`src/pkg/sobm_pkg.sv`:
```
// Constants, types and helpers for the slave output bit map bridge
// ----------------------------------------------------------------
// ----------------------------------------------------------------
package sobm_pkg;

    // ----------------------------------------------------------------
    // Image layout
    // ----------------------------------------------------------------
    localparam int unsigned WORD_W        = 16;
    localparam int unsigned WORD_COUNT    = 16;
    localparam int unsigned POINT_COUNT   = 256;
    localparam int unsigned POINT_W       = 8;
    localparam int unsigned WORD_IDX_W    = 4;
    localparam int unsigned REMOTE_ADDR_W = 10;
    localparam logic [REMOTE_ADDR_W-1:0] FIRST_WORD_OFS = 10'h004;
    localparam logic [REMOTE_ADDR_W-1:0] LAST_WORD_OFS  = 10'h013;
    localparam logic [WORD_W-1:0]        WORD_RESET     = 16'h0000;

    // ----------------------------------------------------------------
    // Link timing
    // ----------------------------------------------------------------
    localparam int unsigned CLK_PERIOD_NS   = 40;
    localparam int unsigned LINK_BIT_NS     = 1000;
    localparam int unsigned LINK_BIT_CYCLES =
        (LINK_BIT_NS + CLK_PERIOD_NS - 1) / CLK_PERIOD_NS;
    localparam int unsigned TICK_W          = 16;
    localparam int unsigned BIT_CNT_W       = 9;
    localparam logic [BIT_CNT_W-1:0] BIT_CNT_FIRST = 9'h001;
    localparam logic [BIT_CNT_W-1:0] BIT_CNT_LAST  = 9'h100;
    localparam logic [15:0]          FRAME_CNT_ONE = 16'h0001;

    // ----------------------------------------------------------------
    // Types
    // ----------------------------------------------------------------
    typedef enum logic [1:0] {
        SOBM_IDLE,
        SOBM_SYNC,
        SOBM_DATA
    } sobm_state_type;

    typedef struct packed {
        logic                     wr;
        logic                     rd;
        logic [REMOTE_ADDR_W-1:0] addr;
        logic [WORD_W-1:0]        wdata;
    } sobm_host_req_type;

    typedef struct packed {
        logic              valid;
        logic              hit;
        logic [WORD_W-1:0] rdata;
    } sobm_host_rsp_type;

    // ----------------------------------------------------------------
    // Point position helpers
    // ----------------------------------------------------------------
    function automatic logic [WORD_IDX_W-1:0] point_word(input logic [POINT_W-1:0] p);
        point_word = p[POINT_W-1:WORD_IDX_W];
    endfunction

    function automatic logic [WORD_IDX_W-1:0] point_bit(input logic [POINT_W-1:0] p);
        point_bit = p[WORD_IDX_W-1:0];
    endfunction

endpackage

```
`src/rtl/sobm_bit_tick.sv`:
```
// Divider making the one-cycle link bit enable
module sobm_bit_tick #(
    parameter int unsigned CYCLES = sobm_pkg::LINK_BIT_CYCLES
) (
    input  wire logic core_clk_i,
    input  wire logic arst_n_i,
    output logic      tick_o
);

    localparam logic [sobm_pkg::TICK_W-1:0] TICK_LAST = sobm_pkg::TICK_W'(CYCLES - 1);
    localparam logic [sobm_pkg::TICK_W-1:0] TICK_ONE  = 16'h0001;

    logic [sobm_pkg::TICK_W-1:0] count_reg;
    logic [sobm_pkg::TICK_W-1:0] count_next;
    logic                        wrap;

    assign wrap       = (count_reg == TICK_LAST);
    assign count_next = wrap ? '0 : count_reg + TICK_ONE;

    always_ff @(posedge core_clk_i or negedge arst_n_i) begin
        if (!arst_n_i) begin
            count_reg <= '0;
            tick_o    <= 1'b0;
        end else begin
            count_reg <= count_next;
            tick_o    <= wrap;
        end
    end

endmodule // sobm_bit_tick

```
`src/rtl/sobm_frame_shift.sv`:
```
// Frame shifter sending the image point 0 first
module sobm_frame_shift #(
    parameter int unsigned POINTS = sobm_pkg::POINT_COUNT
) (
    input  wire logic              core_clk_i,
    input  wire logic              arst_n_i,
    input  wire logic              load_i,
    input  wire logic [POINTS-1:0] load_data_i,
    input  wire logic              shift_i,
    output logic                   bit_o
);

    logic [POINTS-1:0] shift_reg;
    logic [POINTS-1:0] shift_next;

    assign shift_next = load_i  ? load_data_i :
                        shift_i ? {1'b0, shift_reg[POINTS-1:1]} : shift_reg;
    assign bit_o      = shift_reg[0];

    always_ff @(posedge core_clk_i or negedge arst_n_i) begin
        if (!arst_n_i) begin
            shift_reg <= '0;
        end else begin
            shift_reg <= shift_next;
        end
    end

endmodule // sobm_frame_shift

```
`src/rtl/sobm_bridge.sv`:
```
// Remote output image and its transfer onto the slave link
module sobm_bridge #(
    parameter logic [sobm_pkg::REMOTE_ADDR_W-1:0] BASE_N     = 10'h000,
    parameter int unsigned                        BIT_CYCLES = sobm_pkg::LINK_BIT_CYCLES
) (
    input  wire logic                               core_clk_i,
    input  wire logic                               arst_n_i,
    input  wire sobm_pkg::sobm_host_req_type        host_req_i,
    output sobm_pkg::sobm_host_rsp_type             host_rsp_o,
    output logic [sobm_pkg::POINT_COUNT-1:0]        points_o,
    output logic                                    link_sync_o,
    output logic                                    link_data_o,
    output logic                                    link_strobe_o,
    output logic                                    frame_done_o,
    output logic                                    image_pending_o,
    output logic [15:0]                             frame_count_o
);

    // ----------------------------------------------------------------
    // Declarations
    // ----------------------------------------------------------------
    localparam int unsigned WW = sobm_pkg::WORD_W;
    localparam int unsigned WC = sobm_pkg::WORD_COUNT;
    localparam int unsigned PC = sobm_pkg::POINT_COUNT;

    logic [WW-1:0]                        image_reg [WC];
    logic [WW-1:0]                        image_next [WC];
    logic [PC-1:0]                        image_flat;
    logic [sobm_pkg::REMOTE_ADDR_W-1:0]   rel_addr;
    logic [sobm_pkg::REMOTE_ADDR_W-1:0]   word_sel_wide;
    logic [sobm_pkg::WORD_IDX_W-1:0]      word_sel;
    logic                                 addr_hit;
    logic                                 wr_hit;
    logic                                 rd_hit;
    logic [WW-1:0]                        rd_word;

    sobm_pkg::sobm_state_type             state_reg;
    sobm_pkg::sobm_state_type             state_next;
    logic [sobm_pkg::BIT_CNT_W-1:0]       bit_cnt_reg;
    logic [sobm_pkg::BIT_CNT_W-1:0]       bit_cnt_next;
    logic                                 tick;
    logic                                 shift_bit;
    logic                                 load_frame;
    logic                                 shift_frame;
    logic                                 frame_end;

    logic                                 sync_reg;
    logic                                 sync_next;
    logic                                 data_reg;
    logic                                 data_next;
    logic                                 strobe_reg;
    logic                                 done_reg;
    logic                                 pending_reg;
    logic                                 pending_next;
    logic [15:0]                          frame_cnt_reg;
    logic [15:0]                          frame_cnt_next;
    logic [PC-1:0]                        points_reg;
    sobm_pkg::sobm_host_rsp_type          rsp_reg;
    sobm_pkg::sobm_host_rsp_type          rsp_next;

    // ----------------------------------------------------------------
    // Remote word decode
    // ----------------------------------------------------------------
    assign rel_addr      = host_req_i.addr - BASE_N;
    assign addr_hit      = (rel_addr >= sobm_pkg::FIRST_WORD_OFS) &&
                           (rel_addr <= sobm_pkg::LAST_WORD_OFS);
    assign word_sel_wide = rel_addr - sobm_pkg::FIRST_WORD_OFS;
    assign word_sel      = word_sel_wide[sobm_pkg::WORD_IDX_W-1:0];
    assign wr_hit        = host_req_i.wr && addr_hit;
    assign rd_hit        = host_req_i.rd && addr_hit;
    assign rd_word       = image_reg[word_sel];

    // ----------------------------------------------------------------
    // Image storage
    // ----------------------------------------------------------------
    always_comb begin
        for (int w = 0; w < WC; w++) begin
            image_next[w] = image_reg[w];
        end
        if (wr_hit) begin
            image_next[word_sel] = host_req_i.wdata;
        end
    end

    always_ff @(posedge core_clk_i or negedge arst_n_i) begin
        if (!arst_n_i) begin
            for (int w = 0; w < WC; w++) begin
                image_reg[w] <= sobm_pkg::WORD_RESET;
            end
        end else begin
            image_reg <= image_next;
        end
    end

    // Point p lands at word p/16, bit p mod 16
    always_comb begin
        image_flat = '0;
        for (int p = 0; p < PC; p++) begin
            image_flat[p] =
                image_reg[sobm_pkg::point_word(8'(p))][sobm_pkg::point_bit(8'(p))];
        end
    end

    // ----------------------------------------------------------------
    // Host read answer
    // ----------------------------------------------------------------
    assign rsp_next.valid = host_req_i.rd;
    assign rsp_next.hit   = rd_hit;
    assign rsp_next.rdata = rd_hit ? rd_word : '0;

    always_ff @(posedge core_clk_i or negedge arst_n_i) begin
        if (!arst_n_i) begin
            rsp_reg <= '0;
        end else begin
            rsp_reg <= rsp_next;
        end
    end

    // ----------------------------------------------------------------
    // Link bit timing and shifter
    // ----------------------------------------------------------------
    sobm_bit_tick #(
        .CYCLES (BIT_CYCLES)
    ) u_tick (
        .core_clk_i (core_clk_i),
        .arst_n_i   (arst_n_i),
        .tick_o     (tick)
    );

    sobm_frame_shift #(
        .POINTS (PC)
    ) u_shift (
        .core_clk_i  (core_clk_i),
        .arst_n_i    (arst_n_i),
        .load_i      (load_frame),
        .load_data_i (image_flat),
        .shift_i     (shift_frame),
        .bit_o       (shift_bit)
    );

    // ----------------------------------------------------------------
    // Frame sequencer
    // ----------------------------------------------------------------
    assign frame_end   = (bit_cnt_reg == sobm_pkg::BIT_CNT_LAST);
    assign load_frame  = tick && ((state_reg == sobm_pkg::SOBM_IDLE) ||
                                  ((state_reg == sobm_pkg::SOBM_DATA) && frame_end));
    assign shift_frame = tick && ((state_reg == sobm_pkg::SOBM_SYNC) ||
                                  ((state_reg == sobm_pkg::SOBM_DATA) && !frame_end));

    // Frames repeat without host action, broadcast with no identifier filter
    always_comb begin
        state_next   = state_reg;
        bit_cnt_next = bit_cnt_reg;
        sync_next    = sync_reg;
        data_next    = data_reg;
        if (tick) begin
            case (state_reg)
                sobm_pkg::SOBM_IDLE: begin
                    state_next = sobm_pkg::SOBM_SYNC;
                    sync_next  = 1'b1;
                    data_next  = 1'b0;
                end
                sobm_pkg::SOBM_SYNC: begin
                    state_next   = sobm_pkg::SOBM_DATA;
                    sync_next    = 1'b0;
                    data_next    = shift_bit;
                    bit_cnt_next = sobm_pkg::BIT_CNT_FIRST;
                end
                sobm_pkg::SOBM_DATA: begin
                    if (frame_end) begin
                        state_next = sobm_pkg::SOBM_SYNC;
                        sync_next  = 1'b1;
                        data_next  = 1'b0;
                    end else begin
                        data_next    = shift_bit;
                        bit_cnt_next = bit_cnt_reg + sobm_pkg::BIT_CNT_FIRST;
                    end
                end
                default: begin
                    state_next = sobm_pkg::SOBM_IDLE;
                    sync_next  = 1'b0;
                    data_next  = 1'b0;
                end
            endcase
        end
    end

    always_ff @(posedge core_clk_i or negedge arst_n_i) begin
        if (!arst_n_i) begin
            state_reg   <= sobm_pkg::SOBM_IDLE;
            bit_cnt_reg <= '0;
            sync_reg    <= 1'b0;
            data_reg    <= 1'b0;
            strobe_reg  <= 1'b0;
        end else begin
            state_reg   <= state_next;
            bit_cnt_reg <= bit_cnt_next;
            sync_reg    <= sync_next;
            data_reg    <= data_next;
            strobe_reg  <= tick;
        end
    end

    // ----------------------------------------------------------------
    // Status: frame count, pending image, applied points
    // ----------------------------------------------------------------
    assign frame_cnt_next = (load_frame && (state_reg == sobm_pkg::SOBM_DATA)) ?
                            frame_cnt_reg + sobm_pkg::FRAME_CNT_ONE : frame_cnt_reg;
    // A write in the loading cycle wins over the clear
    assign pending_next   = wr_hit ? 1'b1 : (load_frame ? 1'b0 : pending_reg);

    always_ff @(posedge core_clk_i or negedge arst_n_i) begin
        if (!arst_n_i) begin
            frame_cnt_reg <= '0;
            pending_reg   <= 1'b0;
            done_reg      <= 1'b0;
            points_reg    <= '0;
        end else begin
            frame_cnt_reg <= frame_cnt_next;
            pending_reg   <= pending_next;
            done_reg      <= load_frame && (state_reg == sobm_pkg::SOBM_DATA);
            points_reg    <= image_flat;
        end
    end

    // ----------------------------------------------------------------
    // Outputs
    // ----------------------------------------------------------------
    assign host_rsp_o      = rsp_reg;
    assign points_o        = points_reg;
    assign link_sync_o     = sync_reg;
    assign link_data_o     = data_reg;
    assign link_strobe_o   = strobe_reg;
    assign frame_done_o    = done_reg;
    assign image_pending_o = pending_reg;
    assign frame_count_o   = frame_cnt_reg;

endmodule // sobm_bridge

```
`config.mk`:
```
export PLATFORM = sky130hd
export DESIGN_NAME = sobm_bridge
export DESIGN_NICKNAME = d
export VERILOG_FILES = /design/src/pkg/sobm_pkg.sv /design/src/rtl/sobm_bit_tick.sv /design/src/rtl/sobm_frame_shift.sv /design/src/rtl/sobm_bridge.sv
export SDC_FILE = /design/constraint.sdc
export NUM_CORES = 1
export LEC_CHECK = 0
export BUFFER_PORTS_ARGS = -buffer_cell sky130_fd_sc_hd__buf_2
export CAP_MARGIN = 20
export CORE_MARGIN = 5
export CORE_UTILIZATION = 60
export CTS_CLUSTER_DIAMETER = 120
export CTS_CLUSTER_SIZE = 28
export DETAILED_ROUTE_END_ITERATION = 7
export PLACE_DENSITY_LB_ADDON = 0.05
export REMOVE_ABC_BUFFERS = 1
export SETUP_SLACK_MARGIN = 0.05
export SLEW_MARGIN = 30
export SYNTH_ARGS = -nofsm -noshare
export SYNTH_HDL_FRONTEND = slang
export SYNTH_HIERARCHICAL = 1
export SYNTH_SLANG_ARGS = --single-unit
```
`constraint.sdc`:
```
create_clock -name core_clk_i -period 4.6 [get_ports core_clk_i]
set_input_delay 0.92 -clock core_clk_i [delete_from_list [all_inputs] [get_ports core_clk_i]]
set_output_delay 0.92 -clock core_clk_i [all_outputs]
set_load 0.02 [all_outputs]
```
==> results by group, run 1 <==
GRT
  • Vias in the first global route: 20400
  • First-pass GRT wire length: 127000 um
  • Total gr overflow: 0
  • Initial antenna violation count: 8
  • Largest net degree at the start of global routing: 128
  • All-layer global routing usage: 27.6%

STA
  • # setup viols final: 0
  • Slew headroom: 25.2%
  • Worst Skew: 17.1 ps
  • Final hold vios: 0
  • RSZ-0062 raised after global routing: no
  • Achievable Freq: 308 MHz
  • Worst hold slack: 224 ps
  • Final slew viol count: 0
  • Post-layout min period: 3250 ps
  • Final Cycle Share: 70.6%
  • Aggregate negative setup slack: 0 ps
  • Worst-Margin Slew: 1120 ps

Status
  • Status: finished, final reports clean

Power and ir drop
  • Leak: 17.7 nW
  • PD cells: 321 mW/mm2
  • Total chip power: 11.7 mW
  • VDD IR max: 329 uV

Synthesis
  • Synth top cells by count: dfrtp_1 (835), nand2_1 (275), mux2i_1 (256)
  • Synth warn: 6
  • Mapped Cells: 2340
  • Synth Area in Compound Gates: 5.33%
  • Main synth FF type: dfrtp_1
  • EDFF count, synth: 0
  • Mux contribution to synthesized area: 21.3%
  • Avg Synthesized Cell Area: 14.2 um2
  • Area leader, netlist: dfrtp_1
  • Largest family of logic cells by synthesized area: multiplexers
  • Post-synth cell types: 57
  • Synth Cell Area: 0.0332 mm2
  • Simple-gate area share of the yosys netlist: 5.56%
  • FFs w/ async S/R, synth: 100%
  • Synth Area in Adders: 0.565%
  • Top cell type's share of synthesized area: 62.9%
  • Synth top area cells: dfrtp_1 (63%), mux2i_1 (7.7%), mux2_2 (7.4%)
  • Synth Area in XOR/XNOR: 0.896%
  • Sequential area share after synthesis: 62.9%
  • Seq cells post-synth: 835
  • Count leader, synth: dfrtp_1

Clocking
  • Postcts setup bufs: 0
  • Clock sinks: 835
  • Root Driver: clkbuf_16
  • TritonCTS clock tree: built
  • TritonCTS Buffers: 35
  • CTS Hold Buffers Added: 0
  • Clock slew at reported path FFs: 110 ps
  • CTS H-Tree Depth: 2
  • Worst-Skew Late Latency: 590 ps
  • Number of buffers on the longest clock path: 3
  • Gates resized, CTS repair: 0

Setup path
  • Critical Path RT: 5070 ps
  • Critical path class: reg -> reg
  • Crit path capture type: flip-flop
  • Startpoint types: flip-flop
  • Max FO, Critical Path: 127
  • Worst EP arrival: 3710 ps

Floorplanning
  • Core box area: 0.0550 mm2
  • Die X: 245 um
  • Initial core utilization: 60.4%
  • I/O Pins: 325
  • Die Ht: 245 um
  • Standard-cell row count: 86
  • Die area: 0.0602 mm2

Placement
  • Final GP Congestion: 0.865
  • DP Cell Count: 3307
  • Port Buf Inserts: 324
  • Dpl hpwl: 54900 um

Worst hold path
  • HP Class: in -> async

Route
  • Routed vias/inst: 5.86
  • DR vias: 19600
  • 1st-pass router iterations: 7
  • Drt total wl: 82300 um
  • Iter 0 DRT Violations: 1947
  • Residual DRC: 0
  • Post-route ant nets: 0
  • Post-DR wirelength/cell: 24.5 um

Finish
  • Synth-to-Final Area Change: 9.32%
  • Filler cells: 4132
  • Final core utilization: 66.1%
  • Fraction of layout instances using a drive strength above 1: 29.4%
  • Fin cells: 3353
  • Layout net count: 2642

Run
  • Maxcap violations: 0
## cell families (layout without fill, tap and decap cells)
group                    count (synthesis)  count (layout)
AND/OR/NAND/NOR                        377             377
multiplexers                           579             579
adder cells (fa/ha/maj)                 15              15
buffers and inverters                  173             431
flip-flops                             835             835
XOR/XNOR                                34              34
other                                    0               7
AO/OA/AOI/OAI                          327             327
## worst max-delay path, cell delays in order (launching register included)
cell and delay, ps:
dfrtp_1 430, inv_1 110, ha_1 170, nor4b_2 530, nand2_1 290, a21oi_1 370, nor2_4 150, buf_12 260
mux2i_1 400, o21ai_1 100
## path summary, 6_finish.rpt
check,start,cells after the start,endpoint,slack [ps]
max,bit_cnt_reg[0],9,u_shift/shift_reg[82],1350
min,arst_n_i,1,frame_count_o[13],220
max reg2reg,bit_cnt_reg[0],9,u_shift/shift_reg[82],1350
min reg2reg,image_flat[8],0,points_o[8],430
max in group asynchronous,arst_n_i,3,image_flat[94],3200
min in group core_clk_i,image_flat[8],0,points_o[8],430
## where the power goes
group          leakage (nW)  total (mW)  internal [mW]  switching [mW]
Clock                 0.456        3.60           1.46            2.15
Sequential             11.6        7.52           7.44          0.0860
Combinational          5.62       0.555          0.163           0.392
Total                  17.7        11.7           9.06            2.62
## through the flow
step / setup slack, ps / instance area (um2)
global route: 1280 / 36300
finish: 1350 / 36300
detailed placement: 988 / 35400
floorplan: -13600 / 32100
CTS: 1610 / 36300
global placement: 1040 / 35300
## cells in the final DEF, fill, tap and decap left out, types with 7 or more instances in the layout
cell,count
mux2i_1,256
nand2_1,275
o21ai_1,239
a22oi_1,33
nor4_1,7
mux2_2,219
nor3_1,9
buf_4,36
dfrtp_1,835
o21ai_0,20
clkbuf_16,37
mux2_4,40
buf_12,17
a21oi_1,20
nor4b_1,7
nand3_1,10
mux4_2,64
ha_1,15
diode_2,7
nor4_4,10
xor2_1,30
inv_1,16
buf_2,321
nor2_1,15
## routing by layer
layer	wire (um)	GRT usage [%]	up-vias
li1	-	-	8721
met1	34700	39.7	10200
met2	39200	43.9	618
met5	19	0	-
met4	2090	6.89	4
met3	6150	5.99	96
## area by class of cell
| class | count | area, um2 | share of cell area (%) |
|---|---|---|---|
| clock inverters | 1 | 7.51 | 0.0207 |
| inverters | 17 | 63.8 | 0.176 |
| repair buffers | 376 | 2260 | 6.22 |
| diodes | 7 | 17.5 | 0.0482 |
| multi-input cells | 1332 | 11200 | 30.9 |
| well taps | 748 | 936 | 2.58 |
| clock buffers | 37 | 926 | 2.55 |
| flip-flops and latches | 835 | 20900 | 57.5 |
Power figures use the tool's default switching activity.
==> inputs of run 2 (changes only) <==
--- a/config.mk
+++ b/config.mk
@@ -8,7 +8,7 @@
 export BUFFER_PORTS_ARGS = -buffer_cell sky130_fd_sc_hd__buf_2
 export CAP_MARGIN = 20
 export CORE_MARGIN = 5
-export CORE_UTILIZATION = 60
+export CORE_UTILIZATION = 59
 export CTS_CLUSTER_DIAMETER = 120
 export CTS_CLUSTER_SIZE = 28
 export DETAILED_ROUTE_END_ITERATION = 7
==> constraint.sdc (replaced) <==
create_clock -name core_clk_i -period 3.2 [get_ports core_clk_i]
set_input_delay 0.64 -clock core_clk_i [delete_from_list [all_inputs] [get_ports core_clk_i]]
set_output_delay 0.64 -clock core_clk_i [all_outputs]
set_load 0.02 [all_outputs]
==> run 2 against run 1 <==
Against the previous run:
- final area grew 1.5%
- register-to-register slack worse by 860 ps
- non-clock buffer count grew 44
- sequential cell count stayed put
- combinational power grew 46%
- routed wire length is essentially flat
- setup slack lost 860 ps
- largest cell class unchanged
- highest routed layer is now met4
==> results by group, run 2 (same netlist as run 1, synthesis figures left out) <==
Finish
  • Filler cells: 4149 (+0.41%)
  • Reg area: 0.0209 mm2 (unchanged)
  • Multi-input gate area: 0.0112 mm2 (-0.19%)
  • Most common cell after layout, fill and taps aside: dfrtp_1
  • Synth-to-Final Area Change: 11.0%
  • Leading cell types in the layout, fill and taps excluded: dfrtp_1 (835), buf_2 (321), nand2_1 (275)
  • Fraction of layout instances using a drive strength above 1: 30.4% (+0.95 points)
  • Fin cells: 3403 (+1.5%)
  • Layout net count: 2686 (+1.7%)

Route
  • Routed vias/inst: 5.81 (-0.75%)
  • Residual DRC: 0 (unchanged)
  • Post-route ant nets: 0 (unchanged)
  • 1st-pass router iterations: 5 (-2)
  • DR vias: 19800 (+0.73%)
  • Post-DR wirelength/cell: 24.2 um (-1.5%)
  • Drt total wl: 82300 um (about the same)
  • Iter 0 DRT Violations: 1545 (-21%)

Placement
  • Pre-CTS setup slack: 47.6 ps (-940 ps)
  • DP Cell Count: 3360 (+1.6%)
  • Dpl hpwl: 56400 um (+2.7%)
  • Final GP Congestion: 0.889 (+2.8%)
  • Port Buf Inserts: 324 (unchanged)

STA
  • Post-layout min period: 2710 ps (-536 ps)
  • Worst-Margin Slew: 761 ps (-361 ps)
  • Slew headroom: 49.2% (+24 points)
  • Final Cycle Share: 84.7% (+14 points)
  • Achievable Freq: 369 MHz (+20%)
  • Final WS setup: 490 ps (-864 ps)
  • Final slew viol count: 0 (unchanged)
  • Final hold vios: 0 (unchanged)
  • # setup viols final: 0 (unchanged)
  • RSZ-0062 raised after global routing: no
  • Worst Skew: 33.8 ps (+16.7 ps)

Clocking
  • Postcts setup bufs: 0 (unchanged)
  • CTS H-Tree Depth: 2 (unchanged)
  • TritonCTS Buffers: 35 (unchanged)
  • Number of buffers on the longest clock path: 3 (unchanged)
  • TritonCTS clock tree: built
  • CTS Hold Buffers Added: 0 (unchanged)
  • Worst-Skew Late Latency: 600 ps (about the same)
  • Clock slew at reported path FFs: 110 ps (about the same)
  • Clock sinks: 835 (unchanged)
  • Root Driver: clkbuf_16
  • Gates resized, CTS repair: 0 (unchanged)

GRT
  • All-layer global routing usage: 27.2% (-0.44 points)
  • Largest net degree at the start of global routing: 97 (-24%)
  • Total gr overflow: 0 (unchanged)
  • Vias in the first global route: 20100 (-1.4%)
  • Initial antenna violation count: 8 (unchanged)
  • First-pass GRT wire length: 126000 um (-0.87%)

Setup path
  • Startpoint types: flip-flop
  • Max FO, Critical Path: 61 (-52%)
  • Crit path capture type: flip-flop
  • Critical Path RT: 3670 ps (-1400 ps)
  • Critical path class: reg -> reg
  • Worst EP arrival: 3180 ps (-530 ps)

Power and ir drop
  • VDD IR max: 458 uV (+39%)
  • Leak: 18.0 nW (+1.5%)
  • PD cells: 456 mW/mm2 (+42%)

Worst hold path
  • HP Class: in -> async

Floorplanning
  • Initial core utilization: 59.3% (-1.2 points)
  • Core box area: 0.0561 mm2 (+2.0%)
  • I/O Pins: 325 (unchanged)
  • Die Ht: 247 um (+0.81%)
  • Die X: 247 um (+0.81%)
  • Die area: 0.0612 mm2 (+1.6%)
  • Standard-cell row count: 87 (+1.2%)

Status
  • Status: finished, final reports clean

Run
  • Maxcap violations: 0 (unchanged)
-- run 2: changes by cell type in the layout (fill, tap and decap cells not counted) --
cell	change
nor2b_2	-1
or4_2	-1
nor2b_1	+1
nor2_1	+2
nor4b_2	-2
nor2_2	-2
nor4b_1	+2
buf_16	-1
or4_1	+1
buf_4	+25
diode_2	-2
buf_12	+20
-- run 2: worst paths after layout --
| path | startpoint | endpoint | cells after the start | slack [ps] |
|---|---|---|---|---|
| max in group asynchronous | arst_n_i | host_rsp_o[16] | 2 | 2150 |
| min reg2reg | image_flat[14] | points_o[14] | 0 | 430 |
| max | bit_cnt_reg[0] | u_shift/shift_reg[204] | 10 | 490 |
| min in group core_clk_i | host_req_i[26] | host_rsp_o[17] | 1 | 280 |
| max reg2reg | bit_cnt_reg[0] | u_shift/shift_reg[204] | 10 | 490 |
| min | arst_n_i | frame_count_o[15] | 1 | 40 |
-- run 2: final cells by class --
| class | count | area share, % |
|---|---|---|
| repair buffers | 420 | 7.65 |
| diodes | 5 | 0.0339 |
| flip-flops and latches | 835 | 56.7 |
| well taps | 756 | 2.57 |
| clock inverters | 1 | 0.0204 |
| clock buffers | 37 | 2.51 |
| multi-input cells | 1332 | 30.4 |
| inverters | 17 | 0.173 |
-- run 2: layer usage --
metal	vias to the layer above	track usage [%]	wire length (um)
met5	-	0	0
met3	123	5.18	5400
li1	8789	-	-
met4	0	9.15	3050
met2	593	42.3	39000
met1	10300	39.3	34800
-- run 2: critical path, cell delays in order (launching register included) --
cell and delay, ps:
dfrtp_1 440, inv_1 130, ha_1 160, nor4b_1 310, nand2_1 230, a21oi_1 350, nor2_4 100, buf_12 240
buf_4 290, mux2i_1 200, o21ai_1 90
-- run 2: metrics by stage --
step	total power, mW	hold slack (ps)	util (%)	TNS, ps	cell area [um2]
3_3_place_gp	11.8	401	64.1	0	35900
2_1_floorplan	11.2	344	-	-3806530	32100
4_1_cts	17.0	38.4	65.8	0	36900
3_5_place_dp	11.8	406	64.1	0	35900
5_1_grt	17.5	60.3	65.8	0	36900
6_report	16.8	44.5	65.8	0	36900
-- run 2: power by group --
part,switching (mW),leakage (nW),internal [mW],total (mW)
Sequential,0.123,11.6,10.7,10.8
Combinational,0.565,5.89,0.244,0.809
Clock,3.09,0.456,2.09,5.18
==> inputs of run 3 (changes only) <==
--- a/config.mk
+++ b/config.mk
@@ -5,10 +5,11 @@
 export SDC_FILE = /design/constraint.sdc
 export NUM_CORES = 1
 export LEC_CHECK = 0
+export ABC_AREA = 1
 export BUFFER_PORTS_ARGS = -buffer_cell sky130_fd_sc_hd__buf_2
 export CAP_MARGIN = 20
 export CORE_MARGIN = 5
-export CORE_UTILIZATION = 59
+export CORE_UTILIZATION = 53
 export CTS_CLUSTER_DIAMETER = 120
 export CTS_CLUSTER_SIZE = 28
 export DETAILED_ROUTE_END_ITERATION = 7
==> constraint.sdc (replaced) <==
create_clock -name core_clk_i -period 2.4 [get_ports core_clk_i]
set_input_delay 0.48 -clock core_clk_i [delete_from_list [all_inputs] [get_ports core_clk_i]]
set_output_delay 0.48 -clock core_clk_i [all_outputs]
set_load 0.02 [all_outputs]
==> run 3 against run 2 <==
Against the previous run:
- global-route usage rose by 2.8 points
- clock skew fell by 4.9 ps
- synthesized cell count rose by 65%
- core utilization fell by 6.0 points
==> results by group, run 3 <==
Setup path
  • Terminus of the critical flop-to-flop path: u_shift/shift_reg[29]
  • Worst EP arrival: 2670 ps (-510 ps)
  • Slowest cell on crit path: dfrtp_1
  • Worst r2r src: bit_cnt_reg[0]
  • Startpoint types: flip-flop
  • Max FO, Critical Path: 24 (-61%)
  • Flop-to-flop setup slack: 210 ps (-280 ps)
  • Crit path cell chain: inv_1 -> ha_1 -> nand2_1 -> nor2_1 -> nand3_2 -> a21oi_4 -> buf_12 -> nor2_4 -> buf_12 -> buf_4 -> nand2_1 -> nand3_1
  • Reg2Reg Depth: 12 (+2)
  • Critical Path RT: 2870 ps (-800 ps)
  • Worst setup path start: bit_cnt_reg[0]
  • Critical path class: reg -> reg
  • Crit path capture type: flip-flop
  • Crit path capture: u_shift/shift_reg[29]
  • CP max stage delay: 410 ps (-30 ps)

Placement
  • Dpl cell area: 0.0374 mm2 (+4.2%)
  • Port Buf Inserts: 324 (unchanged)
  • Dpl hpwl: 71700 um (+27%)
  • Final GP Congestion: 0.889 (about the same)
  • DP Cell Count: 4936 (+47%)
  • Pre-CTS setup slack: -5.54 ps (-53.1 ps)

STA
  • Worst-Margin Slew: 831 ps (+70.2 ps)
  • Achievable Freq: 456 MHz (+24%)
  • # setup viols final: 0 (unchanged)
  • Final WS setup: 208 ps (-282 ps)
  • Post-layout min period: 2190 ps (-518 ps)
  • Worst Skew: 28.9 ps (-4.88 ps)
  • RSZ-0062 raised after global routing: yes
  • Final Cycle Share: 91.3% (+6.6 points)
  • Slew headroom: 44.5% (-4.6 points)
  • Final hold vios: 0 (unchanged)
  • Final slew viol count: 0 (unchanged)

Synthesis
  • Top cell type's share of synthesized area: 60.8% (-2.1 points)
  • EDFF count, synth: 0 (unchanged)
  • Synth top cells by count: nand2_1 (1283), nand3_1 (863), dfrtp_1 (835)
  • Synth Cell Area: 0.0344 mm2 (+3.4%)
  • Main synth FF type: dfrtp_1
  • Seq cells post-synth: 835 (unchanged)
  • FFs w/ async S/R, synth: 100% (unchanged)
  • Area leader, netlist: dfrtp_1
  • Synth top area cells: dfrtp_1 (61%), nand2_1 (14%), nand3_1 (13%)
  • Mapped Cells: 3856 (+65%)
  • Count leader, synth: nand2_1
  • Sequential area share after synthesis: 60.8% (-2.1 points)
  • Post-synth cell types: 32 (-44%)
  • Synth warn: 6 (unchanged)
  • Avg Synthesized Cell Area: 8.91 um2 (-37%)

Run
  • Maxcap violations: 0 (unchanged)

Floorplanning
  • Standard-cell row count: 93 (+6.9%)
  • Initial core utilization: 53.4% (-5.9 points)
  • Core box area: 0.0643 mm2 (+15%)
  • I/O Pins: 325 (unchanged)
  • Die X: 265 um (+7.0%)
  • Die area: 0.0700 mm2 (+14%)
  • Die Ht: 265 um (+7.0%)

Clocking
  • Number of buffers on the longest clock path: 3 (unchanged)
  • Root Driver: clkbuf_16
  • CTS H-Tree Depth: 2 (unchanged)
  • Clock slew at reported path FFs: 110 ps (about the same)
  • TritonCTS clock tree: built
  • Worst-Skew Late Latency: 610 ps (about the same)
  • TritonCTS Buffers: 35 (unchanged)
  • Clock sinks: 835 (unchanged)

GRT
  • Largest net degree at the start of global routing: 113 (+16%)
  • Initial antenna violation count: 5 (-3)
  • First-pass GRT wire length: 165000 um (+31%)
  • Total gr overflow: 0 (unchanged)
  • All-layer global routing usage: 29.9% (+2.8 points)
  • Vias in the first global route: 26700 (+33%)

Finish
  • Most common cell after layout, fill and taps aside: nand2_1
  • Fin cells: 4979 (+46%)
  • Fraction of layout instances using a drive strength above 1: 13.7% (-17 points)
  • Cell area after layout: 0.0385 mm2 (+4.3%)
  • Layout net count: 4168 (+55%)
  • Synth-to-Final Area Change: 11.9%
  • Leading cell types in the layout, fill and taps excluded: nand2_1 (1279), nand3_1 (862), dfrtp_1 (835)
  • Antenna diodes: 0 (-5)

Power and ir drop
  • PD cells: 601 mW/mm2 (+32%)
  • Leak: 21.1 nW (+17%)
  • Register share of total power: 62.4% (-1.9 points)
  • Clk pwr share: 30.8% (about the same)
  • Combinational power share: 6.7% (+1.9 points)
  • Switching part of the total power: 24.4% (+1.9 points)
  • P_int: 17.5 mW (+34%)
  • VDD IR max: 526 uV (+15%)
  • Switching power: 5.64 mW (+49%)

Route
  • Drt total wl: 107000 um (+30%)
  • Top sig layer: met5
  • DR vias: 27800 (+41%)
  • Met1 Routed Length: 46400 um (+33%)
  • Iter 0 DRT Violations: 3302 (+110%)
  • Residual DRC: 0 (unchanged)
  • 1st-pass router iterations: 6 (+1)
  • Routed vias/inst: 5.59 (-3.9%)
  • Post-route ant nets: 0 (unchanged)
  • Post-DR wirelength/cell: 21.5 um (-11%)
  • Met3 wire len: 8220 um (+52%)
  • WL met2: 49100 um (+26%)

Status
  • Status: finished, final reports clean

Worst hold path
  • HP Class: in -> async
run 3: changes by cell type after synthesis, sizes merged, moves of 106 or more:
cell | before | now
inv | 16 | 122
mux2 | 259 | 0
mux2i | 256 | 0
nand2 | 275 | 1300
nand3 | 12 | 865
nor2 | 19 | 335
o21ai | 259 | 53
run 3: area by class of cell:
type,count,area (um2)
clock buffers,37,926
clock inverters,1,7.51
fillers,5729,25900
inverters,124,473
multi-input cells,2643,11500
flip-flops and latches,835,20900
well taps,855,1070
repair buffers,484,3570
run 3: how the worst min path moves through the flow:
stage                         start              end  slack, ps  depth (start not counted)
CTS                   host_req_i[1]  image_flat[225]        360                          3
global route          host_req_i[1]  image_flat[193]        380                          3
finish                     arst_n_i    points_o[164]        370                          2
global placement    image_flat[193]    points_o[193]        420                          0
detailed placement  image_flat[193]    points_o[193]        410                          0
floorplan                  arst_n_i   bit_cnt_reg[0]        180                          0
run 3: power groups by stage:
stage	Clock, mW	Sequential [mW]	Combinational (mW)
detailed placement	0	14.7	1.55
floorplan	0	14.7	0.434
CTS	7.29	14.4	1.56
finish	7.12	14.4	1.55
global route	7.75	14.4	1.70
global placement	0	14.7	1.54
run 3: worst max-delay path, delay by kind of cell (launching register included):
kind / cells / cell delay (ps)
fa+ha+maj: 1 / 150
simple gates: 6 / 620
compound gates: 1 / 180
flops: 1 / 410
buf+inv: 4 / 690
run 3: cell families after synthesis:
family / after synthesis / synth area share (%)
flops: 835 / 60.8
compound gates: 68 / 1.01
xor+xnor: 14 / 0.357
buf+inv: 378 / 5.79
simple gates: 2546 / 31.5
fa+ha+maj: 15 / 0.546
run 3: per-stage QoR:
step / utilization, % / hold WS (ps) / setup TNS [ps] / total power, mW
floorplan: - / 184 / -6679870 / 15.2
global placement: 58.2 / 418 / 0 / 16.2
CTS: 59.7 / 358 / 0 / 23.3
detailed placement: 58.2 / 413 / -5.54 / 16.2
global route: 59.8 / 381 / 0 / 23.9
finish: 59.8 / 368 / 0 / 23.1
run 3: per-layer routing:
metal,up-vias,GRT usage (%)
li1,12800,-
met1,13700,44.4
met2,1113,46.3
met3,159,5.11
met4,4,8.48
met5,-,0
run 3: what timing repair did:
item,CTS,global route
hold buffers,2,0
setup buffers,0,1
endpoints found under the setup margin,0,73
endpoints found under the hold margin,28,0
resized for setup,0,2
